## config.mk

```make
export PLATFORM = sky130hd
export DESIGN_NAME = cmp_ctrl
export DESIGN_NICKNAME = d
export VERILOG_FILES = /design/src/cmp_pkg.sv /design/src/cmp_ctrl.sv /design/src/cmp_sync.sv
export SDC_FILE = /design/constraint.sdc
export NUM_CORES = 1
export LEC_CHECK = 0
export BUFFER_PORTS_ARGS = -buffer_cell sky130_fd_sc_hd__buf_2
export CAP_MARGIN = 20
export CORE_AREA = 2 2 87 89
export CTS_CLUSTER_SIZE = 28
export DETAILED_ROUTE_END_ITERATION = 10
export DIE_AREA = 0 0 89 91
export HOLD_SLACK_MARGIN = 0.12
export PLACE_DENSITY_LB_ADDON = 0.25
export SYNTH_ARGS = -nofsm -noshare
export SYNTH_HDL_FRONTEND = slang
export SYNTH_SLANG_ARGS = --single-unit
```

## constraint.sdc

```tcl
create_clock -name clk -period 6.2 [get_ports clk]
set_clock_uncertainty 0.2 [all_clocks]
set_input_delay 0.31 -clock clk [delete_from_list [all_inputs] [get_ports clk]]
set_output_delay 0.31 -clock clk [all_outputs]
set_load 0.01 [all_outputs]
```

## src/cmp_pkg.sv

```systemverilog
package cmp_pkg;
  // ***************************************************************
  // register byte addresses (printed offsets are not word aligned)
  // ***************************************************************
  localparam logic [7:0] CTRL_INDEX = 8'h9b; // control register index
  localparam logic [7:0] MODE_INDEX = 8'h9d; // mode register index
  localparam logic [7:0] MUX_INDEX = 8'h9f; // input select index
  localparam logic [7:0] PIN_INDEX = 8'ha0; // pin drive register index
  localparam logic [9:0] CTRL_ADDR = {CTRL_INDEX, 2'b00}; // byte address
  localparam logic [9:0] MODE_ADDR = {MODE_INDEX, 2'b00}; // byte address
  localparam logic [9:0] MUX_ADDR = {MUX_INDEX, 2'b00}; // byte address
  localparam logic [9:0] PIN_ADDR = {PIN_INDEX, 2'b00}; // byte address
  // ***************************************************************
  // field positions
  // ***************************************************************
  localparam int EN_BIT = 7; // enable
  localparam int STATE_BIT = 6; // output state, read only
  localparam int RISE_BIT = 5; // rising flag / rising irq enable
  localparam int FALL_BIT = 4; // falling flag / falling irq enable
  localparam int POS_HYST_LSB = 2; // positive hysteresis field
  localparam int NEG_HYST_LSB = 0; // negative hysteresis field
  localparam int MODE_LSB = 0; // response mode field
  localparam int POS_SEL_LSB = 0; // positive input selector
  localparam int NEG_SEL_LSB = 4; // negative input selector
  localparam int SEL_NONE_BIT = 3; // selector msb means no pin
  localparam int OD_BIT = 0; // pin drive: 1 open drain
  localparam int RST_SRC_BIT = 1; // pin drive: reset source select
  // ***************************************************************
  // reset values
  // ***************************************************************
  localparam logic [7:0] CTRL_RESET = 8'h00; // control reset
  localparam logic [1:0] MODE_RESET = 2'h2; // response mode 2
  localparam logic [7:0] MUX_RESET = 8'hff; // no input connected
  localparam logic [1:0] RESP_OKAY = 2'h0; // axi okay
  localparam logic [1:0] RESP_SLVERR = 2'h2; // axi slave error
endpackage

```

## src/cmp_ctrl.sv

```systemverilog
// The implementer's own choice: the AXI4-Lite interface to the registers.
`timescale 1ns/1ns
// Notes on behaviour
// - synced latched output and raw async output
// - result polled, interrupt source, or pin
// - disabled comparator forces pin outputs low
// - pin output open drain or push pull
// - comparator output usable as reset request
// - input select register drives analogue mux
// - response mode register drives analogue core
// - low four control bits set hysteresis
// - positive and negative hysteresis independent
// - separate rising and falling interrupt causes
// - falling transition sets falling flag
// - rising transition sets rising flag
// - flags stay set until software writes zero
// - rising irq is enable and flag
// - falling irq is enable and flag
// - state bit reads current comparator output
// - enable bit turns comparator on or off
// - control register 0x9b resets to zero
// - two bit response mode resets to 2
// - irq enables at mode bits 5, 4
// - four bit selectors, msb means none
module cmp_ctrl (
  input wire logic clk,
  input wire logic reset_n,
  // axi4-lite slave
  input wire logic [9:0] s_axi_awaddr,
  input wire logic s_axi_awvalid,
  output logic s_axi_awready,
  input wire logic [31:0] s_axi_wdata,
  input wire logic [3:0] s_axi_wstrb,
  input wire logic s_axi_wvalid,
  output logic s_axi_wready,
  output logic [1:0] s_axi_bresp,
  output logic s_axi_bvalid,
  input wire logic s_axi_bready,
  input wire logic [9:0] s_axi_araddr,
  input wire logic s_axi_arvalid,
  output logic s_axi_arready,
  output logic [31:0] s_axi_rdata,
  output logic [1:0] s_axi_rresp,
  output logic s_axi_rvalid,
  input wire logic s_axi_rready,
  // analogue core
  input wire logic cmp_result_async,
  output logic cmp_enable,
  output logic [1:0] pos_hyst_sel,
  output logic [1:0] neg_hyst_sel,
  output logic [1:0] response_mode_sel,
  output logic [3:0] pos_input_sel,
  output logic [3:0] neg_input_sel,
  // port crossbar
  output logic sync_cmp_out,
  output logic sync_cmp_oe_n,
  output logic raw_cmp_gate,
  output logic raw_cmp_oe_n,
  // interrupt controller and reset logic
  output logic rise_irq,
  output logic fall_irq,
  output logic cmp_reset_req
);
  import cmp_pkg::*;

  // ***************************************************************
  // state
  // ***************************************************************
  typedef struct packed {
    logic enable; // comparator enable
    logic rise_flag; // sticky rising flag
    logic fall_flag; // sticky falling flag
    logic [1:0] pos_hyst; // positive hysteresis code
    logic [1:0] neg_hyst; // negative hysteresis code
    logic rise_en; // rising irq enable
    logic fall_en; // falling irq enable
    logic [1:0] mode; // response mode
    logic [7:0] mux; // input selectors
    logic open_drain; // pin driver style
    logic rst_src; // comparator selected as reset source
    logic prev; // last synced result
    logic awready; // bus outputs
    logic wready;
    logic bvalid;
    logic [1:0] bresp;
    logic arready;
    logic rvalid;
    logic [31:0] rdata;
    logic [1:0] rresp;
    logic aw_held; // write address captured
    logic w_held; // write data captured
    logic [9:0] aw_addr;
    logic [31:0] w_data;
    logic [3:0] w_strb;
    logic sync_out; // latched output to pin
    logic sync_oe_n;
    logic raw_gate; // gate for raw path in crossbar
    logic raw_oe_n;
    logic rise_irq; // masked requests
    logic fall_irq;
    logic reset_req;
  } ctrl_state_t;
  ctrl_state_t state_reg;
  ctrl_state_t state_next;

  logic cmp_sync_val; // synchronised comparator result
  logic rise_evt; // rising transition this cycle
  logic fall_evt; // falling transition this cycle
  logic wr_fire; // write completes this cycle
  logic wr_ctrl; // write hits control with low lane

  // ***************************************************************
  // synchroniser
  // ***************************************************************
  // raw result is asynchronous, so nothing reads it before two flops
  cmp_sync u_sync (
    .clk(clk),
    .reset_n(reset_n),
    .async_in(cmp_result_async),
    .sync_out(cmp_sync_val)
  );

  // edge events from the synchronised value only
  assign rise_evt = cmp_sync_val & ~state_reg.prev;
  assign fall_evt = ~cmp_sync_val & state_reg.prev;

  assign wr_fire = state_reg.aw_held & state_reg.w_held & ~state_reg.bvalid;
  assign wr_ctrl = wr_fire && state_reg.aw_addr == CTRL_ADDR && state_reg.w_strb[0];

  // ***************************************************************
  // next state
  // ***************************************************************
  always_comb begin
    state_next = state_reg;
    state_next.prev = cmp_sync_val;
    // write address and data may come in either order
    state_next.awready = ~state_reg.aw_held & ~s_axi_awready;
    state_next.wready = ~state_reg.w_held & ~s_axi_wready;
    if (s_axi_awvalid && s_axi_awready) begin
      state_next.aw_held = 1'b1;
      state_next.aw_addr = s_axi_awaddr;
      state_next.awready = 1'b0;
    end
    if (s_axi_wvalid && s_axi_wready) begin
      state_next.w_held = 1'b1;
      state_next.w_data = s_axi_wdata;
      state_next.w_strb = s_axi_wstrb;
      state_next.wready = 1'b0;
    end
    // apply write once both halves are held
    if (wr_fire) begin
      state_next.bvalid = 1'b1;
      state_next.bresp = RESP_OKAY;
      if (state_reg.w_strb[0]) begin
        case (state_reg.aw_addr)
          CTRL_ADDR: begin
            state_next.enable = state_reg.w_data[EN_BIT];
            state_next.rise_flag = state_reg.w_data[RISE_BIT];
            state_next.fall_flag = state_reg.w_data[FALL_BIT];
            state_next.pos_hyst = state_reg.w_data[POS_HYST_LSB +: 2];
            state_next.neg_hyst = state_reg.w_data[NEG_HYST_LSB +: 2];
          end
          MODE_ADDR: begin
            state_next.rise_en = state_reg.w_data[RISE_BIT];
            state_next.fall_en = state_reg.w_data[FALL_BIT];
            state_next.mode = state_reg.w_data[MODE_LSB +: 2];
          end
          MUX_ADDR: begin
            state_next.mux = state_reg.w_data[7:0];
          end
          PIN_ADDR: begin
            state_next.open_drain = state_reg.w_data[OD_BIT];
            state_next.rst_src = state_reg.w_data[RST_SRC_BIT];
          end
          default: begin
            state_next.bresp = RESP_SLVERR; // unmapped
          end
        endcase
      end else if (state_reg.aw_addr != CTRL_ADDR && state_reg.aw_addr != MODE_ADDR
                   && state_reg.aw_addr != MUX_ADDR && state_reg.aw_addr != PIN_ADDR) begin
        state_next.bresp = RESP_SLVERR; // unmapped, no lane
      end
    end
    // hardware set wins over a same cycle software clear
    if (rise_evt) begin
      state_next.rise_flag = 1'b1;
    end
    if (fall_evt) begin
      state_next.fall_flag = 1'b1;
    end
    // response handshake, next write only after it
    if (state_reg.bvalid && s_axi_bready) begin
      state_next.bvalid = 1'b0;
      state_next.aw_held = 1'b0;
      state_next.w_held = 1'b0;
    end
    // read channel: accept one, answer next cycle
    state_next.arready = ~state_reg.rvalid & ~s_axi_arready;
    if (s_axi_arvalid && s_axi_arready) begin
      state_next.arready = 1'b0;
      state_next.rvalid = 1'b1;
      state_next.rresp = RESP_OKAY;
      state_next.rdata = 32'h0000_0000;
      case (s_axi_araddr)
        CTRL_ADDR: begin
          state_next.rdata[EN_BIT] = state_reg.enable;
          state_next.rdata[STATE_BIT] = cmp_sync_val;
          state_next.rdata[RISE_BIT] = state_reg.rise_flag;
          state_next.rdata[FALL_BIT] = state_reg.fall_flag;
          state_next.rdata[POS_HYST_LSB +: 2] = state_reg.pos_hyst;
          state_next.rdata[NEG_HYST_LSB +: 2] = state_reg.neg_hyst;
        end
        MODE_ADDR: begin
          state_next.rdata[RISE_BIT] = state_reg.rise_en;
          state_next.rdata[FALL_BIT] = state_reg.fall_en;
          state_next.rdata[MODE_LSB +: 2] = state_reg.mode;
        end
        MUX_ADDR: begin
          state_next.rdata[7:0] = state_reg.mux;
        end
        PIN_ADDR: begin
          state_next.rdata[OD_BIT] = state_reg.open_drain;
          state_next.rdata[RST_SRC_BIT] = state_reg.rst_src;
        end
        default: begin
          state_next.rresp = RESP_SLVERR; // unmapped reads zero
        end
      endcase
    end
    if (state_reg.rvalid && s_axi_rready) begin
      state_next.rvalid = 1'b0;
    end
    // pin outputs; forced low while disabled
    state_next.sync_out = state_reg.enable & cmp_sync_val;
    // open drain: release (oe_n high) when output is one
    state_next.sync_oe_n = state_reg.open_drain & state_reg.enable & cmp_sync_val;
    state_next.raw_gate = state_reg.enable;
    state_next.raw_oe_n = state_reg.open_drain & state_reg.enable;
    // masked interrupt requests
    state_next.rise_irq = state_next.rise_en & state_next.rise_flag;
    state_next.fall_irq = state_next.fall_en & state_next.fall_flag;
    // reset request only from an enabled comparator
    state_next.reset_req = state_reg.rst_src & state_reg.enable & ~cmp_sync_val;
  end

  // ***************************************************************
  // registers
  // ***************************************************************
  always_ff @(posedge clk or negedge reset_n) begin
    if (!reset_n) begin
      state_reg <= '0;
      state_reg.mode <= MODE_RESET;
      state_reg.mux <= MUX_RESET;
      state_reg.sync_oe_n <= 1'b1;
      state_reg.raw_oe_n <= 1'b1;
    end else begin
      state_reg <= state_next;
    end
  end

  // ***************************************************************
  // outputs
  // ***************************************************************
  assign s_axi_awready = state_reg.awready;
  assign s_axi_wready = state_reg.wready;
  assign s_axi_bvalid = state_reg.bvalid;
  assign s_axi_bresp = state_reg.bresp;
  assign s_axi_arready = state_reg.arready;
  assign s_axi_rvalid = state_reg.rvalid;
  assign s_axi_rdata = state_reg.rdata;
  assign s_axi_rresp = state_reg.rresp;
  assign cmp_enable = state_reg.enable;
  assign pos_hyst_sel = state_reg.pos_hyst;
  assign neg_hyst_sel = state_reg.neg_hyst;
  assign response_mode_sel = state_reg.mode;
  assign pos_input_sel = state_reg.mux[POS_SEL_LSB +: 4];
  assign neg_input_sel = state_reg.mux[NEG_SEL_LSB +: 4];
  assign sync_cmp_out = state_reg.sync_out;
  assign sync_cmp_oe_n = state_reg.sync_oe_n;
  assign raw_cmp_gate = state_reg.raw_gate;
  assign raw_cmp_oe_n = state_reg.raw_oe_n;
  assign rise_irq = state_reg.rise_irq;
  assign fall_irq = state_reg.fall_irq;
  assign cmp_reset_req = state_reg.reset_req;

  // ***************************************************************
  // assertions
  // ***************************************************************
  // edge events and sticky flags
  a_rise_sets_flag: assert property (@(posedge clk) disable iff (!reset_n)
    rise_evt |=> state_reg.rise_flag) else $error("rising flag not set");
  a_fall_sets_flag: assert property (@(posedge clk) disable iff (!reset_n)
    fall_evt |=> state_reg.fall_flag) else $error("falling flag not set");
  a_flag_sticky: assert property (@(posedge clk) disable iff (!reset_n)
    state_reg.rise_flag && !wr_ctrl |=> state_reg.rise_flag)
    else $error("rising flag dropped");
  a_fall_sticky: assert property (@(posedge clk) disable iff (!reset_n)
    state_reg.fall_flag && !wr_ctrl |=> state_reg.fall_flag)
    else $error("falling flag dropped");
  a_set_beats_clear: assert property (@(posedge clk) disable iff (!reset_n)
    wr_ctrl && rise_evt |=> state_reg.rise_flag)
    else $error("clear beat edge event");
  // masked requests follow enable and flag in the same cycle
  a_rise_irq_and: assert property (@(posedge clk) disable iff (!reset_n)
    rise_irq == (state_reg.rise_en && state_reg.rise_flag))
    else $error("rising irq mismatch");
  a_fall_irq_and: assert property (@(posedge clk) disable iff (!reset_n)
    fall_irq == (state_reg.fall_en && state_reg.fall_flag))
    else $error("falling irq mismatch");
  // pin drive and reset request
  a_disabled_low: assert property (@(posedge clk) disable iff (!reset_n)
    !state_reg.enable |=> !sync_cmp_out && !raw_cmp_gate)
    else $error("pin output not low when disabled");
  a_output_latch: assert property (@(posedge clk) disable iff (!reset_n)
    state_reg.enable && $stable(state_reg.enable) |=> sync_cmp_out == $past(cmp_sync_val))
    else $error("latched output wrong");
  a_push_pull_drive: assert property (@(posedge clk) disable iff (!reset_n)
    !state_reg.open_drain |=> !sync_cmp_oe_n && !raw_cmp_oe_n)
    else $error("push pull output not driven");
  a_open_drain_release: assert property (@(posedge clk) disable iff (!reset_n)
    state_reg.open_drain && state_reg.enable
    |=> raw_cmp_oe_n && (sync_cmp_oe_n == $past(cmp_sync_val)))
    else $error("open drain release wrong");
  a_reset_request: assert property (@(posedge clk) disable iff (!reset_n)
    state_reg.rst_src && state_reg.enable && !cmp_sync_val |=> cmp_reset_req)
    else $error("reset request missing");
  a_no_req_disabled: assert property (@(posedge clk) disable iff (!reset_n)
    !state_reg.enable |=> !cmp_reset_req)
    else $error("reset request from disabled comparator");
  // bus answers one cycle after the request is complete
  a_read_answer: assert property (@(posedge clk) disable iff (!reset_n)
    s_axi_arvalid && s_axi_arready |=> s_axi_rvalid)
    else $error("read not answered");
  a_write_answer: assert property (@(posedge clk) disable iff (!reset_n)
    wr_fire |=> s_axi_bvalid) else $error("write not answered");
  // main scenarios
  c_rise_irq: cover property (@(posedge clk) disable iff (!reset_n) rise_irq);
  c_fall_irq: cover property (@(posedge clk) disable iff (!reset_n) fall_irq);
  c_clear_race: cover property (@(posedge clk) disable iff (!reset_n) wr_ctrl && rise_evt);
  c_reset_req: cover property (@(posedge clk) disable iff (!reset_n) cmp_reset_req);
  c_open_drain: cover property (@(posedge clk) disable iff (!reset_n)
    raw_cmp_oe_n && !sync_cmp_oe_n);
endmodule

```

## src/cmp_sync.sv

```systemverilog
`timescale 1ns/1ns
// two flop synchroniser for the asynchronous comparator result
module cmp_sync (
  input wire logic clk,
  input wire logic reset_n,
  input wire logic async_in,
  output logic sync_out
);
  // ***************************************************************
  // state
  // ***************************************************************
  typedef struct packed {
    logic meta; // first stage, read only by second stage
    logic sync; // second stage
  } sync_state_t;
  sync_state_t state_reg;
  sync_state_t state_next;

  // shift the sample along
  always_comb begin
    state_next = state_reg;
    state_next.meta = async_in;
    state_next.sync = state_reg.meta;
  end

  // registers
  always_ff @(posedge clk or negedge reset_n) begin
    if (!reset_n) begin
      state_reg <= '0;
    end else begin
      state_reg <= state_next;
    end
  end

  assign sync_out = state_reg.sync;

  // second stage follows first one cycle later
  a_sync_follow: assert property (@(posedge clk) disable iff (!reset_n)
    sync_out == $past(state_reg.meta)) else $error("sync stage did not follow");
endmodule

```

# Word level (Yosys, flattened, before mapping)
# Index checks and enable logic that the tools add are counted.
[totals]
ff_bits = 69
latch_bits = 0
ramBits = 0
rom_bits = 0
inputBits = 64
output_inout_bits = 63
wordCells = 112
mem_count = 0
[classes]
n_addsub = 0
n_mul = 0
div_mod_pow = 0
order_cmp = 0
eq_ne = 12
shifts = 0
mux = 25
bitwise = 23
reduce_logical = 18
[op_table]
columns = ["operator", "n"]
rows = [
  ["10-bit equality test, second input constant", 8],
  ["20-bit two-way mux", 2],
  ["10-bit != test, second input constant", 4],
  ["36-bit two-way mux", 1],
  ["1-bit AND", 14],
  ["2-bit two-way mux", 6],
  ["3-bit AND reduction", 4],
  ["1-bit NOT", 9],
  ["1-bit logical AND", 8],
  ["1-bit two-way mux", 8],
  ["8-bit two-way mux", 1],
  ["2-bit one-hot mux with 2 select lines", 2],
  ["2-bit one-hot mux with 4 select lines", 1],
  ["2-bit nonzero test", 4],
  ["4-bit OR reduction", 2],
  ["6-bit two-way mux", 1],
  ["2-bit one-hot mux with 3 select lines", 1],
  ["4-bit two-way mux", 1],
  ["3-bit two-way mux", 1],
]

# Logic depth before layout (Yosys ltp)
# Gate-level depths: netlist of run 1.
[depth]
depth_word = 8
depth_mapped = 5
mapped_depth_nobuf = 4

# Modules after synthesis
# From an unflattened synthesis of run 1, not the netlist that was laid out.
[hier_totals]
cells_unflattened = 259
area_unflattened_um2 = 3146.8
[modules_own_cells]
columns = ["mod", "n_inst", "cells_per_inst", "area_per_inst_um2", "seq_area_each_um2"]
rows = [
  ["cmp_ctrl", 1, 257, 3096.7, 1640.3],
  ["cmp_sync", 1, 2, 50.0, 50.0],
]

# Worst setup path before layout of run 1
# Ideal clock, no wire load.
[synth_path]
path_kind = "reg2reg"
from = "reg state_reg[44] in the netlist's numbering"
to = "reg state_reg, in the netlist neg_input_sel[0]"
setup_time_ns = 0.082
t_arrival_ns = 2.146
required_ns = 5.918
slack_ns = 3.772
path_stages_with_launch = 6
path_buffers = 1
synth_period_minus_slack_ns = 2.428
path_cell_list = "dfrtp_1 > or4b_4 > or4_1 > or3_1 > buf_6 > mux2_4"
[synth_between]
elab_chain_cells = 2
[synth_lines]
columns = ["item", "line", "text"]
rows = [
  ["start, declared", "cmp_ctrl.sv:103", "ctrl_state_t state_reg;"],
  ["start signal, assigned", "cmp_ctrl.sv:257", "state_reg <= state_next;"],
  ["10-bit equality test", "cmp_ctrl.sv:155", "case (state_reg.aw_addr)"],
  ["3-bit AND reduction (no source line)", "n/a", ""],
]
# No other way between the ends.
# A chain may end at the register's enable or synchronous reset.

# Worst setup path in the final report of run 1
[layout_path]
from = "reg state_reg[44] in the netlist's numbering"
to = "reg state_reg, in the netlist neg_input_sel[2]"
# Same word-level chain as after synthesis.

==> results of run 1 <==
repair_timing:
item                                    in CTS  in global routing
setup buffers                                0                  0
endpoints found under the setup margin       0                  0
hold buffers                                26                  0
endpoints found under the hold margin       83                  0
Yosys cell counts (3+ instances only):
| master | n | area share [%] |
|---|---|---|
| dfrtp_1 | 56 | 45 |
| buf_4 | 50 | 12 |
| mux2_2 | 32 | 11 |
| nand2_1 | 17 | 2.0 |
| nor2_1 | 12 | 1.4 |
| dfstp_2 | 11 | 9.2 |
| inv_1 | 9 | 1.1 |
| a21oi_1 | 8 | 1.3 |
| mux2_4 | 8 | 3.8 |
| mux2i_1 | 8 | 2.5 |
| o21ai_0 | 6 | 0.95 |
| o31ai_1 | 4 | 0.95 |
| a22oi_1 | 3 | 0.72 |
| clkbuf_1 | 3 | 0.36 |
| nand3b_1 | 3 | 0.72 |
| nor2b_1 | 3 | 0.60 |
| nor3_1 | 3 | 0.48 |
per-stage QoR:
step / hold slack (ps) / instances / total power, mW / worst slack (ps) / cell area [um2]
6_report: 150 / 446 / 1.22 / 3500 / 3820
5_1_grt: 155 / 446 / 1.30 / 3430 / 3820
4_1_cts: 150 / 445 / 1.23 / 3500 / 3810
3_5_place_dp: 135 / 403 / 0.834 / 3520 / 3340
3_3_place_gp: 135 / 403 / 0.820 / 3540 / 3340
2_1_floorplan: -186 / 284 / 0.764 / 3770 / 3240
power groups by stage:
stage                     registers, mW  logic [mW]  clock network (mW)
after global placement            0.611       0.209                   0
final                             0.607       0.232               0.379
after CTS                         0.608       0.234               0.390
after detailed placement          0.616       0.217                   0
after global routing              0.622       0.264               0.415
after floorplan                   0.600       0.164                   0
kinds of logic after synthesis:
family | after synthesis | synth area share [%]
compound gates | 27 | 5.49
flops | 67 | 53.7
other cells | 1 | 0.119
mux | 48 | 17.8
simple gates | 53 | 9.15
buf+inv | 63 | 13.7
area by class of cell:
cell class / instances / area (um2)
tap: 99 / 124
timing repair buffer: 101 / 641
clock buffer: 12 / 165
inverter: 9 / 33.8
sequential: 67 / 1690
multi-input combinational: 154 / 1120
clock inverter: 4 / 47.5
fill: 652 / 3320
how the worst min path moves through the flow:
stage	start	endpoint	slack [ps]	cells past startpoint
finish	u_sync.state_next[0]$_DFF_PN0_	u_sync.sync_out$_DFF_PN0_	150	0
floorplan	reset_n	cmp_enable$_DFFE_PN0P_	-190	0
CTS	u_sync.state_next[0]$_DFF_PN0_	u_sync.sync_out$_DFF_PN0_	150	0
detailed placement	u_sync.state_next[0]$_DFF_PN0_	u_sync.sync_out$_DFF_PN0_	130	0
global route	u_sync.state_next[0]$_DFF_PN0_	u_sync.sync_out$_DFF_PN0_	160	0
global placement	u_sync.state_next[0]$_DFF_PN0_	u_sync.sync_out$_DFF_PN0_	140	0
per-layer routing:
metal / vias to the layer above / GRT usage [%]
met5: - / 0
met4: 0 / 6.72
met3: 8 / 5.27
met1: 1016 / 21.0
met2: 84 / 23.8
li1: 993 / -
==> reports/summary.txt, run 1 <==
status: finished clean
FF+latch count, synth: 67
Routed wire per std cell: 13.4 um
Final Critical Period: 2700 ps
vias in the first global route: 1971
core area: 7140 um2
Reg power frac: 49.9%
Startpoint Class: register
Port Buf Inserts: 73
Pwr per Cell Area: 319 nW/um2
Resized Gates After CTS: 0
leakage: 1.88 nW
clock share of power: 31.1%
metal2 WL: 2750 um
Initial Util: 44.1%
yosys warns: 0
Psw: 0.345 mW
Die W: 89 um
CTS tree: built
max-slew violation count: 0
met1 wire length: 2710 um
family with the most delay on the worst path: simple AND/OR/NAND/NOR gates
Crit. Startpoint: state_reg[44]$_DFFE_PN0P_
Worst Path Buf+Inv: 0
Fin. Hold Viols: 0
commonest non-fill, non-tap cell in the layout: buf_2
R2R setup slack: 3500 ps
drc violations: 0
via count: 2101
root buffer cell: clkbuf_8
die footprint: 8100 um2
Tcrit/Tclk final: 43.5%
Critical Path RT: 6260 ps
FF-to-FF End: neg_input_sel[2]$_DFFE_PN1P_
Final setup viols: 0
peak supply drop: 0.219 mV
CP Class: register to register
diode count: 0
Comb power frac: 19.0%
Switching Share: 28.3%
Yosys cell types: 34
H-tree Lvls: 3
Post-synth ARST share: 100%
R2R Path Start: state_reg[44]$_DFFE_PN0P_
clk sinks: 67
P_int: 0.873 mW
Layout Nets: 406
crit-path max cell delay: 590 ps
Clock Path Buffers: 2
Main synth FF type: dfrtp_1
arrival time of the worst setup path: 2760 ps
largest net degree at the start of global routing: 68
worst slew pin tran: 1020 ps
Via density: 4.71
Worst setup endpoint: neg_input_sel[2]$_DFFE_PN1P_
io pins: 127
TritonCTS buffer count: 9
Worst Hold Class: register to register
Stages on worst setup path: 4
share of cells above drive strength 1: 42.1%
DRT Wirelength: 5960 um
initial antenna violation count: 0
dpl hpwl: 4150 um
GPL Wtd Cong: 0.788
timing-limited maximum frequency: 371 MHz
max_cap viols: 0
Worst-path clk slew: 70 ps
setup TNS: 0 ps
syn_area_per_cell: 12.1 um2
RSZ-0062 raised after global routing: no
post-synthesis sequential area ratio: 53.7%
later-pin clock latency in the skew report: 340 ps
area delta synth->final: 21.4%
DR iter-0 viols: 97
Worst Reg2Reg Path Length in Cells: 4
Post-DRT Antenna Nets: 0
Max FO, Critical Path: 8
GR Overflow Total: 0
slew margin rel.: 31.1%
Max Used Layer: met4
Slowest cell on crit path: or3_1
most frequent cells in the layout: buf_2, dfrtp_1, mux2_2, conb_1, dlygate4sd3_1
synthesized area: 3150 um2
CP cell instances: or4b_4 -> or4_1 -> or3_1 -> mux2_4
Die H: 91 um
met3 WL: 412 um
EDFF count, synth: 0
first-pass GRT wire length: 9690 um
All-Layer GR Usage: 15.9%
Initial DRT Pass Iterations: 4
Crit. End Element: register
Post-Syn Instances: 259
Final Util: 53.5%
Largest register FFs: 28
Core Rows: 31
Power figures use the tool's default switching activity.
==> inputs of run 2 (changes only) <==
--- a/config.mk
+++ b/config.mk
@@ -7,10 +7,10 @@
 export LEC_CHECK = 0
 export BUFFER_PORTS_ARGS = -buffer_cell sky130_fd_sc_hd__buf_2
 export CAP_MARGIN = 20
-export CORE_AREA = 2 2 87 89
+export CORE_AREA = 2 2 88 90
 export CTS_CLUSTER_SIZE = 28
 export DETAILED_ROUTE_END_ITERATION = 10
-export DIE_AREA = 0 0 89 91
+export DIE_AREA = 0 0 90 92
 export HOLD_SLACK_MARGIN = 0.12
 export PLACE_DENSITY_LB_ADDON = 0.25
 export SYNTH_ARGS = -nofsm -noshare
==> constraint.sdc (replaced) <==
create_clock -name clk -period 2.3 [get_ports clk]
set_clock_uncertainty 0.2 [all_clocks]
set_input_delay 0.115 -clock clk [delete_from_list [all_inputs] [get_ports clk]]
set_output_delay 0.115 -clock clk [all_outputs]
set_load 0.01 [all_outputs]
==> run 2 against run 1 <==
  * The run now ends with setup timing left
  * Design area increased by 4.5%
  * Fmax increased by 9.5%
  * Via count increased by 2.2%
  * Wire length increased by 7.5%
  * Combinational power increased to 3.0 times the previous value
  * Total power increased to 2.7 times the previous value
  * First-iteration DRC count decreased by 21%
  * Worst hold slack improved by 3.3 ps
  * Largest cell class unchanged
  * Largest power group unchanged
==> reports/summary.txt, run 2 (same netlist as run 1, synthesis figures left out) <==
status: finished, violations left (was finished clean)
violations in the final reports: setup timing
Worst-path clk slew: 70 ps (about the same)
Initial Util: 42.3% (was 44.1%)
Layout Nets: 424 (was 406)
most frequent cells in the layout: buf_2, dfrtp_1, dlygate4sd3_1, mux2_2, conb_1 (was buf_2, dfrtp_1, mux2_2, conb_1, dlygate4sd3_1)
crit-path max cell delay: 540 ps (was 590 ps)
Worst Hold Class: input port to register (was register to register)
largest net degree at the start of global routing: 35 (was 68)
timing-limited maximum frequency: 406 MHz (was 371 MHz)
final worst setup slack: -162 ps (was 3500 ps)
Die W: 90 um (was 89 um)
die footprint: 8280 um2 (was 8100 um2)
area delta synth->final: 26.9% (was 21.4%)
Routed wire per std cell: 13.7 um (was 13.4 um)
Initial DRT Pass Iterations: 4 (unchanged)
Crit. End Element: register (unchanged)
Core Rows: 32 (was 31)
Die H: 92 um (was 91 um)
Psw: 0.960 mW (was 0.345 mW)
commonest non-fill, non-tap cell in the layout: buf_2 (unchanged)
DRT Wirelength: 6400 um (was 5960 um)
Pwr per Cell Area: 825 nW/um2 (was 319 nW/um2)
arrival time of the worst setup path: 2520 ps (was 2760 ps)
P_int: 2.33 mW (was 0.873 mW)
later-pin clock latency in the skew report: 340 ps (about the same)
first-pass GRT wire length: 10600 um (was 9690 um)
max-slew violation count: 0 (unchanged)
RSZ-0062 raised after global routing: yes (was no)
postcts setup bufs: 0 (unchanged)
core area: 7450 um2 (was 7140 um2)
leakage: 1.94 nW (was 1.88 nW)
initial antenna violation count: 0 (unchanged)
CP Class: register to register (unchanged)
All-Layer GR Usage: 16.4% (was 15.9%)
vias in the first global route: 2149 (was 1971)
GR Overflow Total: 0 (unchanged)
Via density: 4.60 (was 4.71)
dpl hpwl: 4470 um (was 4150 um)
CTS tree: built (unchanged)
Startpoint Class: register (unchanged)
setup TNS: -1260 ps (was 0 ps)
Fin. Hold Viols: 0 (unchanged)
via count: 2147 (was 2101)
Final Critical Period: 2460 ps (was 2700 ps)
Tcrit/Tclk final: 107% (was 43.5%)
Clock Path Buffers: 2 (unchanged)
H-tree Lvls: 3 (unchanged)
worst slew pin tran: 760 ps (was 1020 ps)
max_cap viols: 0 (unchanged)
io pins: 127 (unchanged)
FILL cells: 659 (was 652)
CP cell instances: or4b_4 -> or4_4 -> or3_1 -> buf_6 -> mux2_4 (was or4b_4 -> or4_1 -> or3_1 -> mux2_4)
slew margin rel.: 49.3% (was 31.1%)
TritonCTS buffer count: 9 (unchanged)
DR iter-0 viols: 77 (was 97)
Max FO, Critical Path: 8 (unchanged)
Critical Path RT: 2360 ps (was 6260 ps)
Reg power frac: 49.9% (about the same)
peak supply drop: 0.699 mV (was 0.219 mV)
share of cells above drive strength 1: 43.8% (was 42.1%)
clk sinks: 67 (unchanged)
Slowest cell on crit path: or4b_4 (was or3_1)
drc violations: 0 (unchanged)
Final setup viols: 8 (was 0)
Port Buf Inserts: 73 (unchanged)
R2R setup slack: -160 ps (was 3500 ps)
Largest register FFs: 28 (unchanged)
Switching Share: 29.2% (was 28.3%)
Post-DRT Antenna Nets: 0 (unchanged)
Comb power frac: 21.0% (was 19.0%)
diode count: 0 (unchanged)
GPL Wtd Cong: 0.741 (was 0.788)
hold_ws: 153 ps (was 150 ps)
root buffer cell: clkbuf_8 (unchanged)
clock share of power: 29.0% (was 31.1%)
==> run 2: cell count changes in the layout (fill, tap and decap cells not counted), sizes merged <==
cell	before	now
dlygate4sd3	26	35
clkinv	2	3
buf	75	84
clkbuf	12	11
==> run 2: final timing paths <==
kind,from,to,cells past startpoint
max,state_reg[44]$_DFFE_PN0P_,neg_input_sel[1]$_DFFE_PN1P_,5
min,s_axi_araddr[0],s_axi_rdata[1]$_DFFE_PN0P_,5
max reg2reg,state_reg[44]$_DFFE_PN0P_,neg_input_sel[1]$_DFFE_PN1P_,5
min reg2reg,u_sync.state_next[0]$_DFF_PN0_,u_sync.sync_out$_DFF_PN0_,0
max in group asynchronous,reset_n,pos_input_sel[2]$_DFFE_PN1P_,3
min in group asynchronous,reset_n,s_axi_rdata[4]$_DFFE_PN0P_,2
==> run 2: timing repair <==
item | 4_1_cts | 5_1_grt
endpoints found under the hold margin | 63 | 2
resized for setup | 2 | 6
setup endpoints to repair | 8 | 10
gates cloned | 0 | 0
hold buffers | 33 | 2
pin swaps | 0 | 0
==> run 2: final cells by class <==
| type | count | area [um2] | share of cell area, % |
|---|---|---|---|
| clock buffer | 11 | 141 | 3.54 |
| timing repair buffer | 119 | 802 | 20.1 |
| inverter | 9 | 33.8 | 0.846 |
| tap | 102 | 128 | 3.20 |
| multi-input combinational | 154 | 1140 | 28.7 |
| clock inverter | 5 | 52.6 | 1.32 |
| sequential | 67 | 1690 | 42.3 |
==> run 2: stage by stage <==
stage | cells | util [%] | power, mW | area (um2) | worst slack [ps]
2_1_floorplan | 284 | - | 2.06 | 3240 | -128
3_3_place_gp | 416 | 45.9 | 2.26 | 3420 | -166
3_5_place_dp | 416 | 45.9 | 2.29 | 3420 | -190
4_1_cts | 465 | 53.0 | 3.32 | 3950 | -167
5_1_grt | 467 | 53.6 | 3.50 | 3990 | -212
6_report | 467 | 53.6 | 3.29 | 3990 | -162
==> run 2: worst max-delay path, delay by kind of cell, from the launching register on <==
family	cells	cell delay, ps
DFF	1	370
buffers and inverters	1	160
and+or+nand+nor	3	1360
muxes	1	290
==> run 2: power by group through the flow <==
stage	clock, mW	combinational, mW	sequential (mW)
floorplan	0	0.443	1.62
global placement	0	0.612	1.65
detailed placement	0	0.629	1.66
CTS	0.991	0.687	1.64
global route	1.05	0.769	1.69
finish	0.956	0.692	1.64
==> run 2: layer usage <==
layer	part of all wire, %	vias to the layer above	wire length (um)	track usage (%)
met4	1.6	0	102	6.54
met3	5.8	12	374	4.68
met5	0	-	0	0
li1	-	1029	-	-
met2	48	75	3060	27.4
met1	45	1031	2870	20.3
